--- src/hw/pin_change_defs.svh ---
// Register offsets, field positions, reset values and widths for the pin change block
`ifndef PIN_CHANGE_DEFS_SVH
`define PIN_CHANGE_DEFS_SVH

`define PC_ADDR_W            4
`define PC_DATA_W            8
`define PC_OFF_PORTA_RISE    4'h0
`define PC_OFF_PORTA_FALL    4'h1
`define PC_OFF_PORTA_FLAGS   4'h2
`define PC_OFF_PORTB_RISE    4'h3
`define PC_OFF_PORTB_FALL    4'h4
`define PC_OFF_PORTB_FLAGS   4'h5
`define PC_OFF_CORE_IRQ_CTRL 4'h6
`define PC_OFF_IRQ_STATUS    4'h7
`define PC_OFF_IRQ_MASK      4'h8
`define PC_PORTA_MASK        8'h3f
`define PC_PORTB_MASK        8'hf0
`define PC_RESET_VAL         8'h00
`define PC_CTRL_MASTER_EN    3
`define PC_CTRL_SUMMARY      0
`define PC_STAT_PORTA        0
`define PC_STAT_PORTB        1
`define PC_STAT_WAKE         2
`define PC_STAT_W            3

`endif

--- src/hw/pin_change_pkg.sv ---
// Types shared by the pin change block
package pin_change_pkg;
    typedef logic [7:0] byte_t;
    typedef enum logic [1:0] {
        PORT_A,
        PORT_B,
        PORT_NONE
    } port_sel_e;
endpackage

--- src/hw/pin_edge_if.sv ---
// Per-port rising and falling edge pulses passed between the detector and the register file
`timescale 1ns/10ps
`default_nettype none
interface pin_edge_if;
    logic [7:0] porta_rise;
    logic [7:0] porta_fall;
    logic [7:0] portb_rise;
    logic [7:0] portb_fall;
    modport detector (output porta_rise, output porta_fall, output portb_rise, output portb_fall);
    modport consumer (input porta_rise, input porta_fall, input portb_rise, input portb_fall);
endinterface
`default_nettype wire

--- src/hw/pin_change_edge_detect.sv ---
// Top of the pin change edge detector with register port and interrupt
//
// Overview of operation
// - Rising enable bit set makes a low-to-high pin edge set its flag.
// - Falling enable bit set makes a high-to-low pin edge set its flag.
// - A flag reads one once an enabled edge was seen on its pin.
// - Flag reads zero after software wrote zero to it, until the next enabled edge or a write of one.
// - Flags are set by hardware and read and written by software.
// - Port B enable and flag bits three to zero read as zero.
// - All enable and flag bits reset to zero on every reset.
// - Edges still set flags while the master enable is clear.
// - Summary flag is the OR of all port A and port B flags.
// - An edge during a flag-clearing write leaves that flag set.
// - With master enable set an enabled edge requests wake-up, flags already updated.
//
// The placing of the registers and the strobed register port were left to the implementer.
`include "pin_change_defs.svh"
`timescale 1ns/10ps
`default_nettype none
module pin_change_edge_detect (
    input  wire logic                   i_clk_sys,
    input  wire logic                   i_resetn,
    input  wire logic [5:0]             i_porta_pin_n,
    input  wire logic [3:0]             i_portb_pin_n,
    input  wire logic [`PC_ADDR_W-1:0]  i_addr,
    input  wire logic [`PC_DATA_W-1:0]  i_wdata,
    input  wire logic                   i_wr,
    input  wire logic                   i_rd,
    output logic      [`PC_DATA_W-1:0]  o_rdata,
    output logic                        o_change_irq,
    output logic                        o_wake,
    output logic                        o_irq
);
    ////////////////////////////////////////////////////////////////////////////////
    // Decode
    function automatic logic hit_addr(input logic [`PC_ADDR_W-1:0] a, input logic [`PC_ADDR_W-1:0] off);
        hit_addr = (a == off);
    endfunction

    pin_change_pkg::byte_t a_rise, a_fall, a_flags, b_rise, b_fall, b_flags;
    logic                  a_hit, b_hit;
    logic                  master_en_q;
    logic [`PC_STAT_W-1:0] stat_q;
    logic [`PC_STAT_W-1:0] mask_q;
    logic                  summary;
    pin_edge_if            edges ();

    pin_sync_edge u_sync (
        .i_clk_sys     (i_clk_sys),
        .i_resetn      (i_resetn),
        .i_porta_pin_n (i_porta_pin_n),
        .i_portb_pin_n (i_portb_pin_n),
        .edges         (edges.detector)
    );

    change_flag_reg #(.IMPL(`PC_PORTA_MASK)) u_porta (
        .i_clk_sys   (i_clk_sys),
        .i_resetn    (i_resetn),
        .i_wr_rise   (i_wr && hit_addr(i_addr, `PC_OFF_PORTA_RISE)),
        .i_wr_fall   (i_wr && hit_addr(i_addr, `PC_OFF_PORTA_FALL)),
        .i_wr_flags  (i_wr && hit_addr(i_addr, `PC_OFF_PORTA_FLAGS)),
        .i_wdata     (i_wdata),
        .i_rise_edge (edges.porta_rise),
        .i_fall_edge (edges.porta_fall),
        .o_rise_en   (a_rise),
        .o_fall_en   (a_fall),
        .o_flags     (a_flags),
        .o_hit       (a_hit)
    );

    change_flag_reg #(.IMPL(`PC_PORTB_MASK)) u_portb (
        .i_clk_sys   (i_clk_sys),
        .i_resetn    (i_resetn),
        .i_wr_rise   (i_wr && hit_addr(i_addr, `PC_OFF_PORTB_RISE)),
        .i_wr_fall   (i_wr && hit_addr(i_addr, `PC_OFF_PORTB_FALL)),
        .i_wr_flags  (i_wr && hit_addr(i_addr, `PC_OFF_PORTB_FLAGS)),
        .i_wdata     (i_wdata),
        .i_rise_edge (edges.portb_rise),
        .i_fall_edge (edges.portb_fall),
        .o_rise_en   (b_rise),
        .o_fall_en   (b_fall),
        .o_flags     (b_flags),
        .o_hit       (b_hit)
    );

    assign summary = (|a_flags) | (|b_flags);

    ////////////////////////////////////////////////////////////////////////////////
    // Core control: master enable
    always_ff @(posedge i_clk_sys or negedge i_resetn) begin
        if (!i_resetn) begin
            master_en_q <= 1'b0;
        end else if (i_wr && hit_addr(i_addr, `PC_OFF_CORE_IRQ_CTRL)) begin
            master_en_q <= i_wdata[`PC_CTRL_MASTER_EN];
        end
    end

    // Master enable gates only the request, never detection
    always_ff @(posedge i_clk_sys or negedge i_resetn) begin
        if (!i_resetn) begin
            o_change_irq <= 1'b0;
            o_wake       <= 1'b0;
        end else begin
            o_change_irq <= master_en_q & summary;
            o_wake       <= master_en_q & (a_hit | b_hit);
        end
    end

    ////////////////////////////////////////////////////////////////////////////////
    // Interrupt status, write one to clear; a new event wins over the clear
    logic [`PC_STAT_W-1:0] stat_ev;
    assign stat_ev = {master_en_q & (a_hit | b_hit), b_hit, a_hit};

    always_ff @(posedge i_clk_sys or negedge i_resetn) begin
        if (!i_resetn) begin
            stat_q <= '0;
        end else if (i_wr && hit_addr(i_addr, `PC_OFF_IRQ_STATUS)) begin
            stat_q <= (stat_q & ~i_wdata[`PC_STAT_W-1:0]) | stat_ev;
        end else begin
            stat_q <= stat_q | stat_ev;
        end
    end

    always_ff @(posedge i_clk_sys or negedge i_resetn) begin
        if (!i_resetn) begin
            mask_q <= '0;
        end else if (i_wr && hit_addr(i_addr, `PC_OFF_IRQ_MASK)) begin
            mask_q <= i_wdata[`PC_STAT_W-1:0];
        end
    end

    // Registered, so the line lags the status by one cycle
    always_ff @(posedge i_clk_sys or negedge i_resetn) begin
        if (!i_resetn) begin
            o_irq <= 1'b0;
        end else begin
            o_irq <= |(stat_q & mask_q);
        end
    end

    ////////////////////////////////////////////////////////////////////////////////
    // Read port; unmapped addresses read zero
    always_ff @(posedge i_clk_sys or negedge i_resetn) begin
        if (!i_resetn) begin
            o_rdata <= '0;
        end else if (i_rd) begin
            unique case (i_addr)
                `PC_OFF_PORTA_RISE:    o_rdata <= a_rise;
                `PC_OFF_PORTA_FALL:    o_rdata <= a_fall;
                `PC_OFF_PORTA_FLAGS:   o_rdata <= a_flags;
                `PC_OFF_PORTB_RISE:    o_rdata <= b_rise;
                `PC_OFF_PORTB_FALL:    o_rdata <= b_fall;
                `PC_OFF_PORTB_FLAGS:   o_rdata <= b_flags;
                `PC_OFF_CORE_IRQ_CTRL: o_rdata <= {4'h0, master_en_q, 2'b00, summary};
                `PC_OFF_IRQ_STATUS:    o_rdata <= {5'h00, stat_q};
                `PC_OFF_IRQ_MASK:      o_rdata <= {5'h00, mask_q};
                default:               o_rdata <= '0;
            endcase
        end else begin
            o_rdata <= '0;
        end
    end

    ////////////////////////////////////////////////////////////////////////////////
    // Checks
    property p_flag_set;
        @(posedge i_clk_sys) disable iff (!i_resetn)
        (|(edges.porta_rise & a_rise)) |=> (|a_flags);
    endproperty
    a_flag_set: assert property (p_flag_set) else $error("Enabled rising edge did not set flag");

    property p_fall_set;
        @(posedge i_clk_sys) disable iff (!i_resetn)
        (|(edges.portb_fall & b_fall)) |=> (|b_flags);
    endproperty
    a_fall_set: assert property (p_fall_set) else $error("Enabled falling edge did not set flag");

    property p_stay;
        @(posedge i_clk_sys) disable iff (!i_resetn)
        (a_flags[0] && !(i_wr && hit_addr(i_addr, `PC_OFF_PORTA_FLAGS))) |=> a_flags[0];
    endproperty
    a_stay: assert property (p_stay) else $error("Flag dropped without a write");

    property p_clear;
        @(posedge i_clk_sys) disable iff (!i_resetn)
        (i_wr && hit_addr(i_addr, `PC_OFF_PORTA_FLAGS) && !i_wdata[0] && !a_hit) |=> !a_flags[0];
    endproperty
    a_clear: assert property (p_clear) else $error("Zero write did not clear flag");

    property p_b_low;
        @(posedge i_clk_sys) disable iff (!i_resetn)
        (b_flags[3:0] == 4'h0) && (b_rise[3:0] == 4'h0) && (b_fall[3:0] == 4'h0);
    endproperty
    a_b_low: assert property (p_b_low) else $error("Unimplemented port B bits set");

    property p_race;
        @(posedge i_clk_sys) disable iff (!i_resetn)
        (i_wr && hit_addr(i_addr, `PC_OFF_PORTB_FLAGS) && (|(edges.portb_rise & b_rise))) |=> (|b_flags);
    endproperty
    a_race: assert property (p_race) else $error("Edge lost during flag write");

    property p_detect_off;
        @(posedge i_clk_sys) disable iff (!i_resetn)
        (!master_en_q && summary) |=> !o_change_irq;
    endproperty
    a_detect_off: assert property (p_detect_off) else $error("Request raised while master enable clear");

    property p_summary;
        @(posedge i_clk_sys) disable iff (!i_resetn)
        (i_rd && hit_addr(i_addr, `PC_OFF_CORE_IRQ_CTRL)) |=> (o_rdata[`PC_CTRL_SUMMARY] == $past(summary));
    endproperty
    a_summary: assert property (p_summary) else $error("Summary flag read wrong");

    property p_wake;
        @(posedge i_clk_sys) disable iff (!i_resetn)
        (master_en_q && a_hit) |=> (o_wake && (|a_flags));
    endproperty
    a_wake: assert property (p_wake) else $error("Wake not raised with flag updated");

    // Per-bit record of what the previous clock had to set, so the checks below look at each pin
    pin_change_pkg::byte_t a_want_q;
    pin_change_pkg::byte_t b_want_q;

    always_ff @(posedge i_clk_sys or negedge i_resetn) begin
        if (!i_resetn) begin
            a_want_q <= 8'h00;
            b_want_q <= 8'h00;
        end else begin
            a_want_q <= (edges.porta_rise & a_rise) | (edges.porta_fall & a_fall);
            b_want_q <= (edges.portb_rise & b_rise) | (edges.portb_fall & b_fall);
        end
    end

    property p_a_want;
        @(posedge i_clk_sys) disable iff (!i_resetn)
        ((a_flags & a_want_q) == a_want_q);
    endproperty
    a_a_want: assert property (p_a_want) else $error("Port A enabled edge left its flag clear");

    property p_b_want;
        @(posedge i_clk_sys) disable iff (!i_resetn)
        ((b_flags & b_want_q) == b_want_q);
    endproperty
    a_b_want: assert property (p_b_want) else $error("Port B enabled edge left its flag clear");

    property p_a_no_spurious;
        @(posedge i_clk_sys) disable iff (!i_resetn)
        !(i_wr && hit_addr(i_addr, `PC_OFF_PORTA_FLAGS)) |=> ((a_flags & ~$past(a_flags) & ~a_want_q) == 8'h00);
    endproperty
    a_a_no_spurious: assert property (p_a_no_spurious) else $error("Port A flag set with no enabled edge");

    property p_b_no_spurious;
        @(posedge i_clk_sys) disable iff (!i_resetn)
        !(i_wr && hit_addr(i_addr, `PC_OFF_PORTB_FLAGS)) |=> ((b_flags & ~$past(b_flags) & ~b_want_q) == 8'h00);
    endproperty
    a_b_no_spurious: assert property (p_b_no_spurious) else $error("Port B flag set with no enabled edge");

    property p_race_fall;
        @(posedge i_clk_sys) disable iff (!i_resetn)
        (i_wr && hit_addr(i_addr, `PC_OFF_PORTB_FLAGS) && (|(edges.portb_fall & b_fall))) |=> (|b_flags);
    endproperty
    a_race_fall: assert property (p_race_fall) else $error("Falling edge lost during flag write");

    property p_a_flags_write;
        @(posedge i_clk_sys) disable iff (!i_resetn)
        (i_wr && hit_addr(i_addr, `PC_OFF_PORTA_FLAGS) && !a_hit) |=> (a_flags == ($past(i_wdata) & `PC_PORTA_MASK));
    endproperty
    a_a_flags_write: assert property (p_a_flags_write) else $error("Port A flag write not stored");

    property p_b_flags_write;
        @(posedge i_clk_sys) disable iff (!i_resetn)
        (i_wr && hit_addr(i_addr, `PC_OFF_PORTB_FLAGS) && !b_hit) |=> (b_flags == ($past(i_wdata) & `PC_PORTB_MASK));
    endproperty
    a_b_flags_write: assert property (p_b_flags_write) else $error("Port B flag write not stored");

    property p_irq_level;
        @(posedge i_clk_sys) disable iff (!i_resetn)
        (o_change_irq == ($past(master_en_q) && $past(summary)));
    endproperty
    a_irq_level: assert property (p_irq_level) else $error("Change request does not follow enable and flags");

    property p_wake_only;
        @(posedge i_clk_sys) disable iff (!i_resetn)
        !master_en_q |=> !o_wake;
    endproperty
    a_wake_only: assert property (p_wake_only) else $error("Wake raised while master enable clear");

    property p_wake_b;
        @(posedge i_clk_sys) disable iff (!i_resetn)
        (master_en_q && b_hit) |=> (o_wake && (|b_flags));
    endproperty
    a_wake_b: assert property (p_wake_b) else $error("Port B edge did not wake with flag updated");

    property p_b_read_low;
        @(posedge i_clk_sys) disable iff (!i_resetn)
        (i_rd && (hit_addr(i_addr, `PC_OFF_PORTB_RISE) || hit_addr(i_addr, `PC_OFF_PORTB_FALL) ||
                  hit_addr(i_addr, `PC_OFF_PORTB_FLAGS))) |=> (o_rdata[3:0] == 4'h0);
    endproperty
    a_b_read_low: assert property (p_b_read_low) else $error("Port B low bits read nonzero");

    property p_a_pulse;
        @(posedge i_clk_sys) disable iff (!i_resetn)
        ((edges.porta_rise & $past(edges.porta_rise)) == 8'h00);
    endproperty
    a_a_pulse: assert property (p_a_pulse) else $error("Port A rise seen on two clocks in a row");

    property p_b_pulse;
        @(posedge i_clk_sys) disable iff (!i_resetn)
        ((edges.portb_fall & $past(edges.portb_fall)) == 8'h00);
    endproperty
    a_b_pulse: assert property (p_b_pulse) else $error("Port B fall seen on two clocks in a row");

    property p_a_rise_write;
        @(posedge i_clk_sys) disable iff (!i_resetn)
        (i_wr && hit_addr(i_addr, `PC_OFF_PORTA_RISE)) |=> (a_rise == ($past(i_wdata) & `PC_PORTA_MASK));
    endproperty
    a_a_rise_write: assert property (p_a_rise_write) else $error("Port A rise enable write not stored");

    property p_b_fall_write;
        @(posedge i_clk_sys) disable iff (!i_resetn)
        (i_wr && hit_addr(i_addr, `PC_OFF_PORTB_FALL)) |=> (b_fall == ($past(i_wdata) & `PC_PORTB_MASK));
    endproperty
    a_b_fall_write: assert property (p_b_fall_write) else $error("Port B fall enable write not stored");
endmodule
`default_nettype wire

--- src/hw/pin_sync_edge.sv ---
// Two-flop synchronisers and edge detectors for the port pins
`timescale 1ns/10ps
`default_nettype none
module pin_sync_edge (
    input  wire logic       i_clk_sys,
    input  wire logic       i_resetn,
    input  wire logic [5:0] i_porta_pin_n,
    input  wire logic [3:0] i_portb_pin_n,
    pin_edge_if.detector    edges
);
    logic [9:0] meta_q;
    logic [9:0] sync_q;
    logic [9:0] prev_q;
    logic [2:0] prime_q;

    // Meta stage feeds only the second stage
    always_ff @(posedge i_clk_sys or negedge i_resetn) begin
        if (!i_resetn) begin
            meta_q <= 10'h000;
            sync_q <= 10'h000;
        end else begin
            meta_q <= {i_portb_pin_n, i_porta_pin_n};
            sync_q <= meta_q;
        end
    end

    // Previous sample; edges held off until sync and previous sample both hold real pin data,
    // otherwise a pin that is high through reset would look like a rise
    always_ff @(posedge i_clk_sys or negedge i_resetn) begin
        if (!i_resetn) begin
            prev_q  <= 10'h000;
            prime_q <= 3'h0;
        end else begin
            prev_q  <= sync_q;
            prime_q <= {prime_q[1:0], 1'b1};
        end
    end

    logic [9:0] rise;
    logic [9:0] fall;
    assign rise = prime_q[2] ? (sync_q & ~prev_q) : 10'h000;
    assign fall = prime_q[2] ? (~sync_q & prev_q) : 10'h000;

    assign edges.porta_rise = {2'b00, rise[5:0]};
    assign edges.porta_fall = {2'b00, fall[5:0]};
    assign edges.portb_rise = {rise[9:6], 4'h0};
    assign edges.portb_fall = {fall[9:6], 4'h0};
endmodule
`default_nettype wire

--- src/hw/change_flag_reg.sv ---
// One port's edge enables and hardware-set change flags
`include "pin_change_defs.svh"
`timescale 1ns/10ps
`default_nettype none
module change_flag_reg #(
    parameter logic [7:0] IMPL = 8'hff
) (
    input  wire logic       i_clk_sys,
    input  wire logic       i_resetn,
    input  wire logic       i_wr_rise,
    input  wire logic       i_wr_fall,
    input  wire logic       i_wr_flags,
    input  wire logic [7:0] i_wdata,
    input  wire logic [7:0] i_rise_edge,
    input  wire logic [7:0] i_fall_edge,
    output logic      [7:0] o_rise_en,
    output logic      [7:0] o_fall_en,
    output logic      [7:0] o_flags,
    output logic            o_hit
);
    logic [7:0] hit;
    assign hit   = IMPL & ((i_rise_edge & o_rise_en) | (i_fall_edge & o_fall_en));
    assign o_hit = |hit;

    always_ff @(posedge i_clk_sys or negedge i_resetn) begin
        if (!i_resetn) begin
            o_rise_en <= `PC_RESET_VAL;
            o_fall_en <= `PC_RESET_VAL;
        end else begin
            if (i_wr_rise) begin
                o_rise_en <= i_wdata & IMPL;
            end
            if (i_wr_fall) begin
                o_fall_en <= i_wdata & IMPL;
            end
        end
    end

    // An edge in the write cycle wins over the written value
    always_ff @(posedge i_clk_sys or negedge i_resetn) begin
        if (!i_resetn) begin
            o_flags <= `PC_RESET_VAL;
        end else if (i_wr_flags) begin
            o_flags <= (i_wdata & IMPL) | hit;
        end else begin
            o_flags <= o_flags | hit;
        end
    end
endmodule
`default_nettype wire

--- config.mk ---
export PLATFORM = sky130hd
export DESIGN_NAME = pin_change_edge_detect
export DESIGN_NICKNAME = d
export VERILOG_FILES = /design/src/hw/pin_change_pkg.sv /design/src/hw/pin_edge_if.sv /design/src/hw/pin_change_edge_detect.sv /design/src/hw/pin_sync_edge.sv /design/src/hw/change_flag_reg.sv
export VERILOG_INCLUDE_DIRS = /design/src /design/src/hw
export SDC_FILE = /design/constraint.sdc
export NUM_CORES = 1
export LEC_CHECK = 0
export BUFFER_PORTS_ARGS = -buffer_cell sky130_fd_sc_hd__buf_2
export CAP_MARGIN = 20
export CORE_ASPECT_RATIO = 1.25
export CORE_MARGIN = 2
export CORE_UTILIZATION = 35
export DETAILED_ROUTE_END_ITERATION = 12
export GPL_TIMING_DRIVEN = 1
export PLACE_DENSITY = 0.53
export SLEW_MARGIN = 10
export SYNTH_ARGS = -nofsm -noshare
export SYNTH_HDL_FRONTEND = slang
export SYNTH_SLANG_ARGS = --single-unit
--- constraint.sdc ---
create_clock -name i_clk_sys -period 1.76 [get_ports i_clk_sys]
set_input_delay 0.088 -clock i_clk_sys [delete_from_list [all_inputs] [get_ports i_clk_sys]]
set_output_delay 0.088 -clock i_clk_sys [all_outputs]
set_load 0.02 [all_outputs]
# Word-level counts from Yosys, hierarchy flattened
# Index checks and enable logic that the tools add are counted.
# W data, S select, Z words.
[word_totals] wordCells=70 reg_bits=87 latch_bits=0 romBits=0 mem_bits_rw=0 memories=0
[classes] reduce_logical=15 muxes=7 addsub=0 n_lt_le_gt_ge=0 n_mul=0 n_shift=0 eq_ne=8 n_div=0 bitwise_logic=23
[ops] cell="$pmux W8 S9" count=1
[ops] cell="$mux W8" count=3
[ops] cell="$or A8 B8 Y8" count=3
[ops] cell="$and A10 B10 Y10" count=2
[ops] cell="$mux W10" count=2
[ops] cell="$not A10 Y10" count=2
[ops] cell="$and A8 B8 Y8" count=2
[ops] cell="$eq A4 B3 Y1 const B" count=4
[ops] cell="$reduce_or A8 Y1" count=2
[ops] cell="$and A6 B6 Y6" count=2
[ops] cell="$or A6 B6 Y6" count=2
[ops] cell="$logic_and A1 B1 Y1" count=9
[ops] cell="$eq A4 B2 Y1 const B" count=2
[ops] cell="$or A8 B6 Y8" count=1
[ops] cell="$and A3 B3 Y3" count=2
[ops] cell="$or A3 B3 Y3" count=2
[ops] cell="$reduce_or A6 Y1" count=1
[ops] cell="$eq A4 B1 Y1 const B" count=1
[ops] cell="$eq A4 B4 Y1 const B" count=1
[ops] cell="$logic_not A4 Y1" count=1
[ops] cell="$reduce_or A4 Y1" count=1
[ops] cell="$mux W3" count=1
[ops] cell="$not A3 Y3" count=1
[ops] cell="$reduce_or A3 Y1" count=1
[ops] cell="2 further kinds" count=4

# Depth between registers and ports, before layout
[depth] word_depth=10 depth_mapped=7 ltp_nobuf=4

# Hierarchy
# Synthesis repeated with hierarchy kept, for this count alone.
[hier_totals] hier_cells=316 hier_area_um2=3821.2
[modules_own_cells] mod="pin_change_edge_detect" cells_per_inst=140 area_each_um2=1290.0 seq_area_each_um2=450.4 n_inst=1
[modules_own_cells] mod="pin_sync_edge" cells_per_inst=69 area_each_um2=1121.1 seq_area_each_um2=825.8 n_inst=1
[modules_own_cells] mod="change_flag_reg at u_porta" cells_per_inst=60 area_each_um2=823.3 seq_area_each_um2=450.4 n_inst=1
[modules_own_cells] mod="change_flag_reg at u_portb" cells_per_inst=47 area_each_um2=586.8 seq_area_each_um2=300.3 n_inst=1

# Worst setup path after synthesis
# OpenSTA, ideal clock, no wires.
[synth_path] path_type="reg2reg" startpoint="register u_sync.prime_q[2]" endpoint="register stat_q[2]" required_ps=1597 synth_period_minus_slack_ps=1461 slack_ps=299 arrival_ps=1298 path_stages_with_launch=6 setup_time_ps=163 cell_sequence="dfrtp_1 -> buf_4 -> nand4b_4 -> nand2_1 -> a2111oi_1 -> a41oi_1"
[synth_between] elab_chain_cells=8 word_cells_on_any_way=15
[synth_rtl] element="from (decl)" line="pin_sync_edge.sv:14" text="logic [2:0] prime_q;"
[synth_rtl] element="from (signal assigned)" line="pin_sync_edge.sv:35" text="prime_q <= {prime_q[1:0], 1'b1};"
[synth_rtl] element="$mux W10, on equally long branches" line="pin_sync_edge.sv:41, pin_sync_edge.sv:42"
[synth_rtl] element="$and A6 B6 Y6, or another cell as far along"
[synth_rtl] element="$or A6 B6 Y6 or $or A8 B8 Y8 (tied branches)"
[synth_rtl] element="$reduce_or A6 Y1 or $reduce_or A4 Y1 (tied branches)" line="change_flag_reg.sv:23" text="assign o_hit = |hit;"
[synth_rtl] element="$or A1 B1 Y1 (*)" line="pin_change_edge_detect.sv:112" text="assign stat_ev = {master_en_q & (a_hit | b_hit), b_hit, a_hit};"
[synth_rtl] element="$and A1 B1 Y1 (*)" line="pin_change_edge_detect.sv:112"
[synth_rtl] element="$or A3 B3 Y3, on equally long branches" line="pin_change_edge_detect.sv:120, pin_change_edge_detect.sv:118"
[synth_rtl] element="$mux W3 (*)" line="pin_change_edge_detect.sv:117" text="end else if (i_wr && hit_addr(i_addr, `PC_OFF_IRQ_STATUS)) begin"
[synth_rtl] element="to (signal assigned)" line="pin_change_edge_detect.sv:118" text="stat_q <= (stat_q & ~i_wdata[`PC_STAT_W-1:0]) | stat_ev;"
[synth_rtl] element="to (signal assigned)" line="pin_change_edge_detect.sv:120" text="stat_q <= stat_q | stat_ev;"
[synth_rtl] element="to (decl)" line="pin_change_edge_detect.sv:43" text="logic [`PC_STAT_W-1:0] stat_q;"
# Every way passes the cells marked *; elsewhere a longest branch is shown, timed or not.
# A chain may end at the register's enable or synchronous reset.

# Worst setup path in the final report
# Same ends and word-level chain as after synthesis.

==> flow_summary.ini <==
[worst_setup_path]
reg2reg_depth = 5
cp-end-kind = flop
path_max_fanout = 10
arrival_ns = 1.78
worstSetupStartpointType = flop
path_class = flop to flop
worstPathRequired_ns = 1.94

[pwr]
p_int_mw = 3.49
p_leak_nw = 1.82
seq_power_share_pct = 49.7
power.density_nw_per_um2 = 1160
sw_frac_of_total_pct = 26.0
p_sw_mw = 1.23
p_comb_share_pct = 14.3
clkPwrFrac_pct = 36.0
ir_worst_vdd_mv = 0.539

[grt]
grt_antenna_before_repair = 0
grt_pass1_wl_um = 12100
grt_max_degree = 42
grt_use_total_pct = 15.3
first_global_vias = 2295
grt_remaining_overflow = 0

[layout]
stdcell_area_um2 = 4050
n_antenna_cell = 0
nets = 346
most-common-layout-cells = dfrtp_1 (81), buf_2 (35), mux2_2 (26)
layout-drive-gt1-share_pct = 28.5
final_common_cell = dfrtp_1
area.growth.synth_to_final_pct = 22.5
final_util_pct = 44.1
layout.cells.non_filler = 446

[outcome]
status = finished clean

[synthesis]
synthAdderAreaFrac_pct = 0
postSynthCellCount = 263
synth_top_family_by_area = simple AND/OR/NAND/NOR gates
synth_flop_cell = dfrtp_1
synth_edf_count = 0
synth_compound_area_share_pct = 10.2
synthSimpleGateAreaFrac_pct = 14.6
synth_seq_cells = 81
synth_area_um2 = 3310
ys_types = 45
muxShareOfSynthArea_pct = 11.0
ys_warn_count = 0
synthesis.nets = 289
yosysSeqAreaShare_pct = 61.3
synth_xor_area_share_pct = 0
synth.avg_cell_area_um2 = 12.6
async_flop_share_pct = 100

[routing]
wl_met1_um = 3260
drt-total-wl_um = 7200
first_iter_violations = 141
dr.max_layer_used = met4
ant_nets = 0
vias_per_cell = 5.07
drt_pass1_iterations = 4
num_vias = 2259
drt-wirelength-per-cell_um = 16.1
drc = 0
dr_wl_met3_um = 277
met2_length_um = 3490

[placed_design]
hpwl_um = 4990
place_ws_ns = 0.188
place_congestion = 0.815
numPortBuffers = 36
dpl_cell_area_um2 = 3650
place_inst = 419

[die]
dieArea_um2 = 10200
dieHeight_um = 113
dieWidth_um = 90.9
num_rows = 39
ioPinCount = 37
initial_core_util_pct = 36.0
coreArea_um2 = 9170

[timing]
clock_skew_ns = 0.00495
rsz0062_at_grt = no
slew_viol_final = 0
fin_crit_sh_pct = 90.6
finalSetupTns_ns = 0
final-hold-violation-count = 0
tightest_slew_ns = 0.528
finalCriticalPeriod_ns = 1.60
fmax_mhz = 627
final.setup.worst_slack_ns = 0.165
setup_viol = 0
slew_headroom_pct = 64.8

[cts]
htreeDepth = 3
clockRootBuffer = clkbuf_16
clk_pin_slew_worst_paths_ns = 0.06
numCtsBuffers = 9
clk_latency_ns = 0.33
clockBufferDepth = 2
cts_sinks = 81
post_cts_buffers = 0
cts_tree = yes

[worst_hold_path]
hp-class = primary input to flop
min_path_cells = 3

[flow_run]
cap_viol_max_count = 0
==> kinds of logic (layout without fill, tap and decap cells) <==
group                  after synthesis  count (layout)
other                                1               1
flip-flops                          81              81
multiplexers                        33              33
AND/OR/NAND/NOR                     82              82
AO/OA/AOI/OAI                       48              48
buffers and inverters               18              78
==> area by class of cell <==
cell class	count	area, µm²
clock buffers	11	253
clock inverters	3	17.5
fillers	896	5120
inverters	7	26.3
multi-input cells	164	1190
flip-flops and latches	81	2030
well taps	123	154
repair buffers	57	385
==> sequential cells by signal, indices dropped and copies added, names as in the netlist <==
signal / cells
u_sync.meta_q: 10
u_sync.prev_q: 10
u_sync.sync_q: 10
o_rdata: 8
u_porta.o_fall_en: 6
u_porta.o_flags: 6
u_porta.o_rise_en: 6
u_portb.o_fall_en: 4
u_portb.o_flags: 4
u_portb.o_rise_en: 4
mask_q: 3
stat_q: 3
u_sync.prime_q: 3
master_en_q: 1
o_change_irq: 1
o_irq: 1
o_wake: 1
==> synthesized netlist by cell type, types with 2 or more instances <==
cell	n	area (µm²)
a31oi_1	3	18.8
nand3_1	9	45.0
a21o_1	2	15.0
buf_4	2	15.0
mux2_2	26	293
nand3b_1	10	75.1
a21oi_1	7	35.0
buf_2	8	40.0
and3_1	8	50.1
nor4_1	2	12.5
nand2_2	3	18.8
nand2_1	20	75.1
nor3_1	3	15.0
nand4_1	2	12.5
mux2i_1	7	70.1
a22oi_1	4	30.0
inv_1	7	26.3
nand4b_1	5	43.8
a32oi_1	2	17.5
a221o_1	2	20.0
nor2_1	11	41.3
o21ai_0	12	60.1
nor2b_1	3	18.8
a222oi_1	2	20.0
dfrtp_1	81	2030
a211o_1	3	26.3
==> layer usage <==
layer  GRT usage [%]  up-vias
met1            20.1     1130
met2            24.0       50
met3            3.62       11
li1                -     1068
met5               0        -
met4            7.37        0
==> worst max-delay path, stage by stage (launching register included) <==
cell and delay [ns]:
dfrtp_1 0.50, inv_1 0.18, a21oi_1 0.08, a2111oi_1 0.38, buf_4 0.19, a41oi_1 0.12
==> power by group through the flow <==
stage	combinational (mW)	clock, mW	sequential [mW]
after floorplan	0.411	0	2.33
after global placement	0.642	0	2.38
after detailed placement	0.653	0	2.37
after CTS	0.682	1.76	2.34
after global routing	0.757	1.86	2.37
final	0.677	1.70	2.34
==> final timing paths <==
check | start | end | slack (ns)
worst max-delay path | u_sync.prime_q[2] | stat_q[2] | 0.16
worst min-delay path | i_wdata[7] | u_portb.o_flags[7] | 0.01
worst max register to register | u_sync.prime_q[2] | stat_q[2] | 0.16
worst min register to register | u_sync.meta_q[2] | u_sync.sync_q[2] | 0.35
max in group asynchronous | i_resetn | u_porta.o_rise_en[1] | 0.84
min in group asynchronous | i_resetn | u_sync.meta_q[0] | 0.28
==> metrics by stage <==
step	total power [mW]	hold WS (ns)
after floorplan	2.74	-0.208
after global placement	3.02	0.105
after detailed placement	3.03	0.113
after CTS	4.78	0.0143
after global routing	4.99	0.0264
final	4.72	0.0139
==> what timing repair did <==
action / CTS / global route
hold buffers: 13 / 0
endpoints found under the setup margin: 0 / 1
gates resized for setup: 0 / 1
hold endpoints to repair: 51 / 0
(Power assumes the default switching activity.)
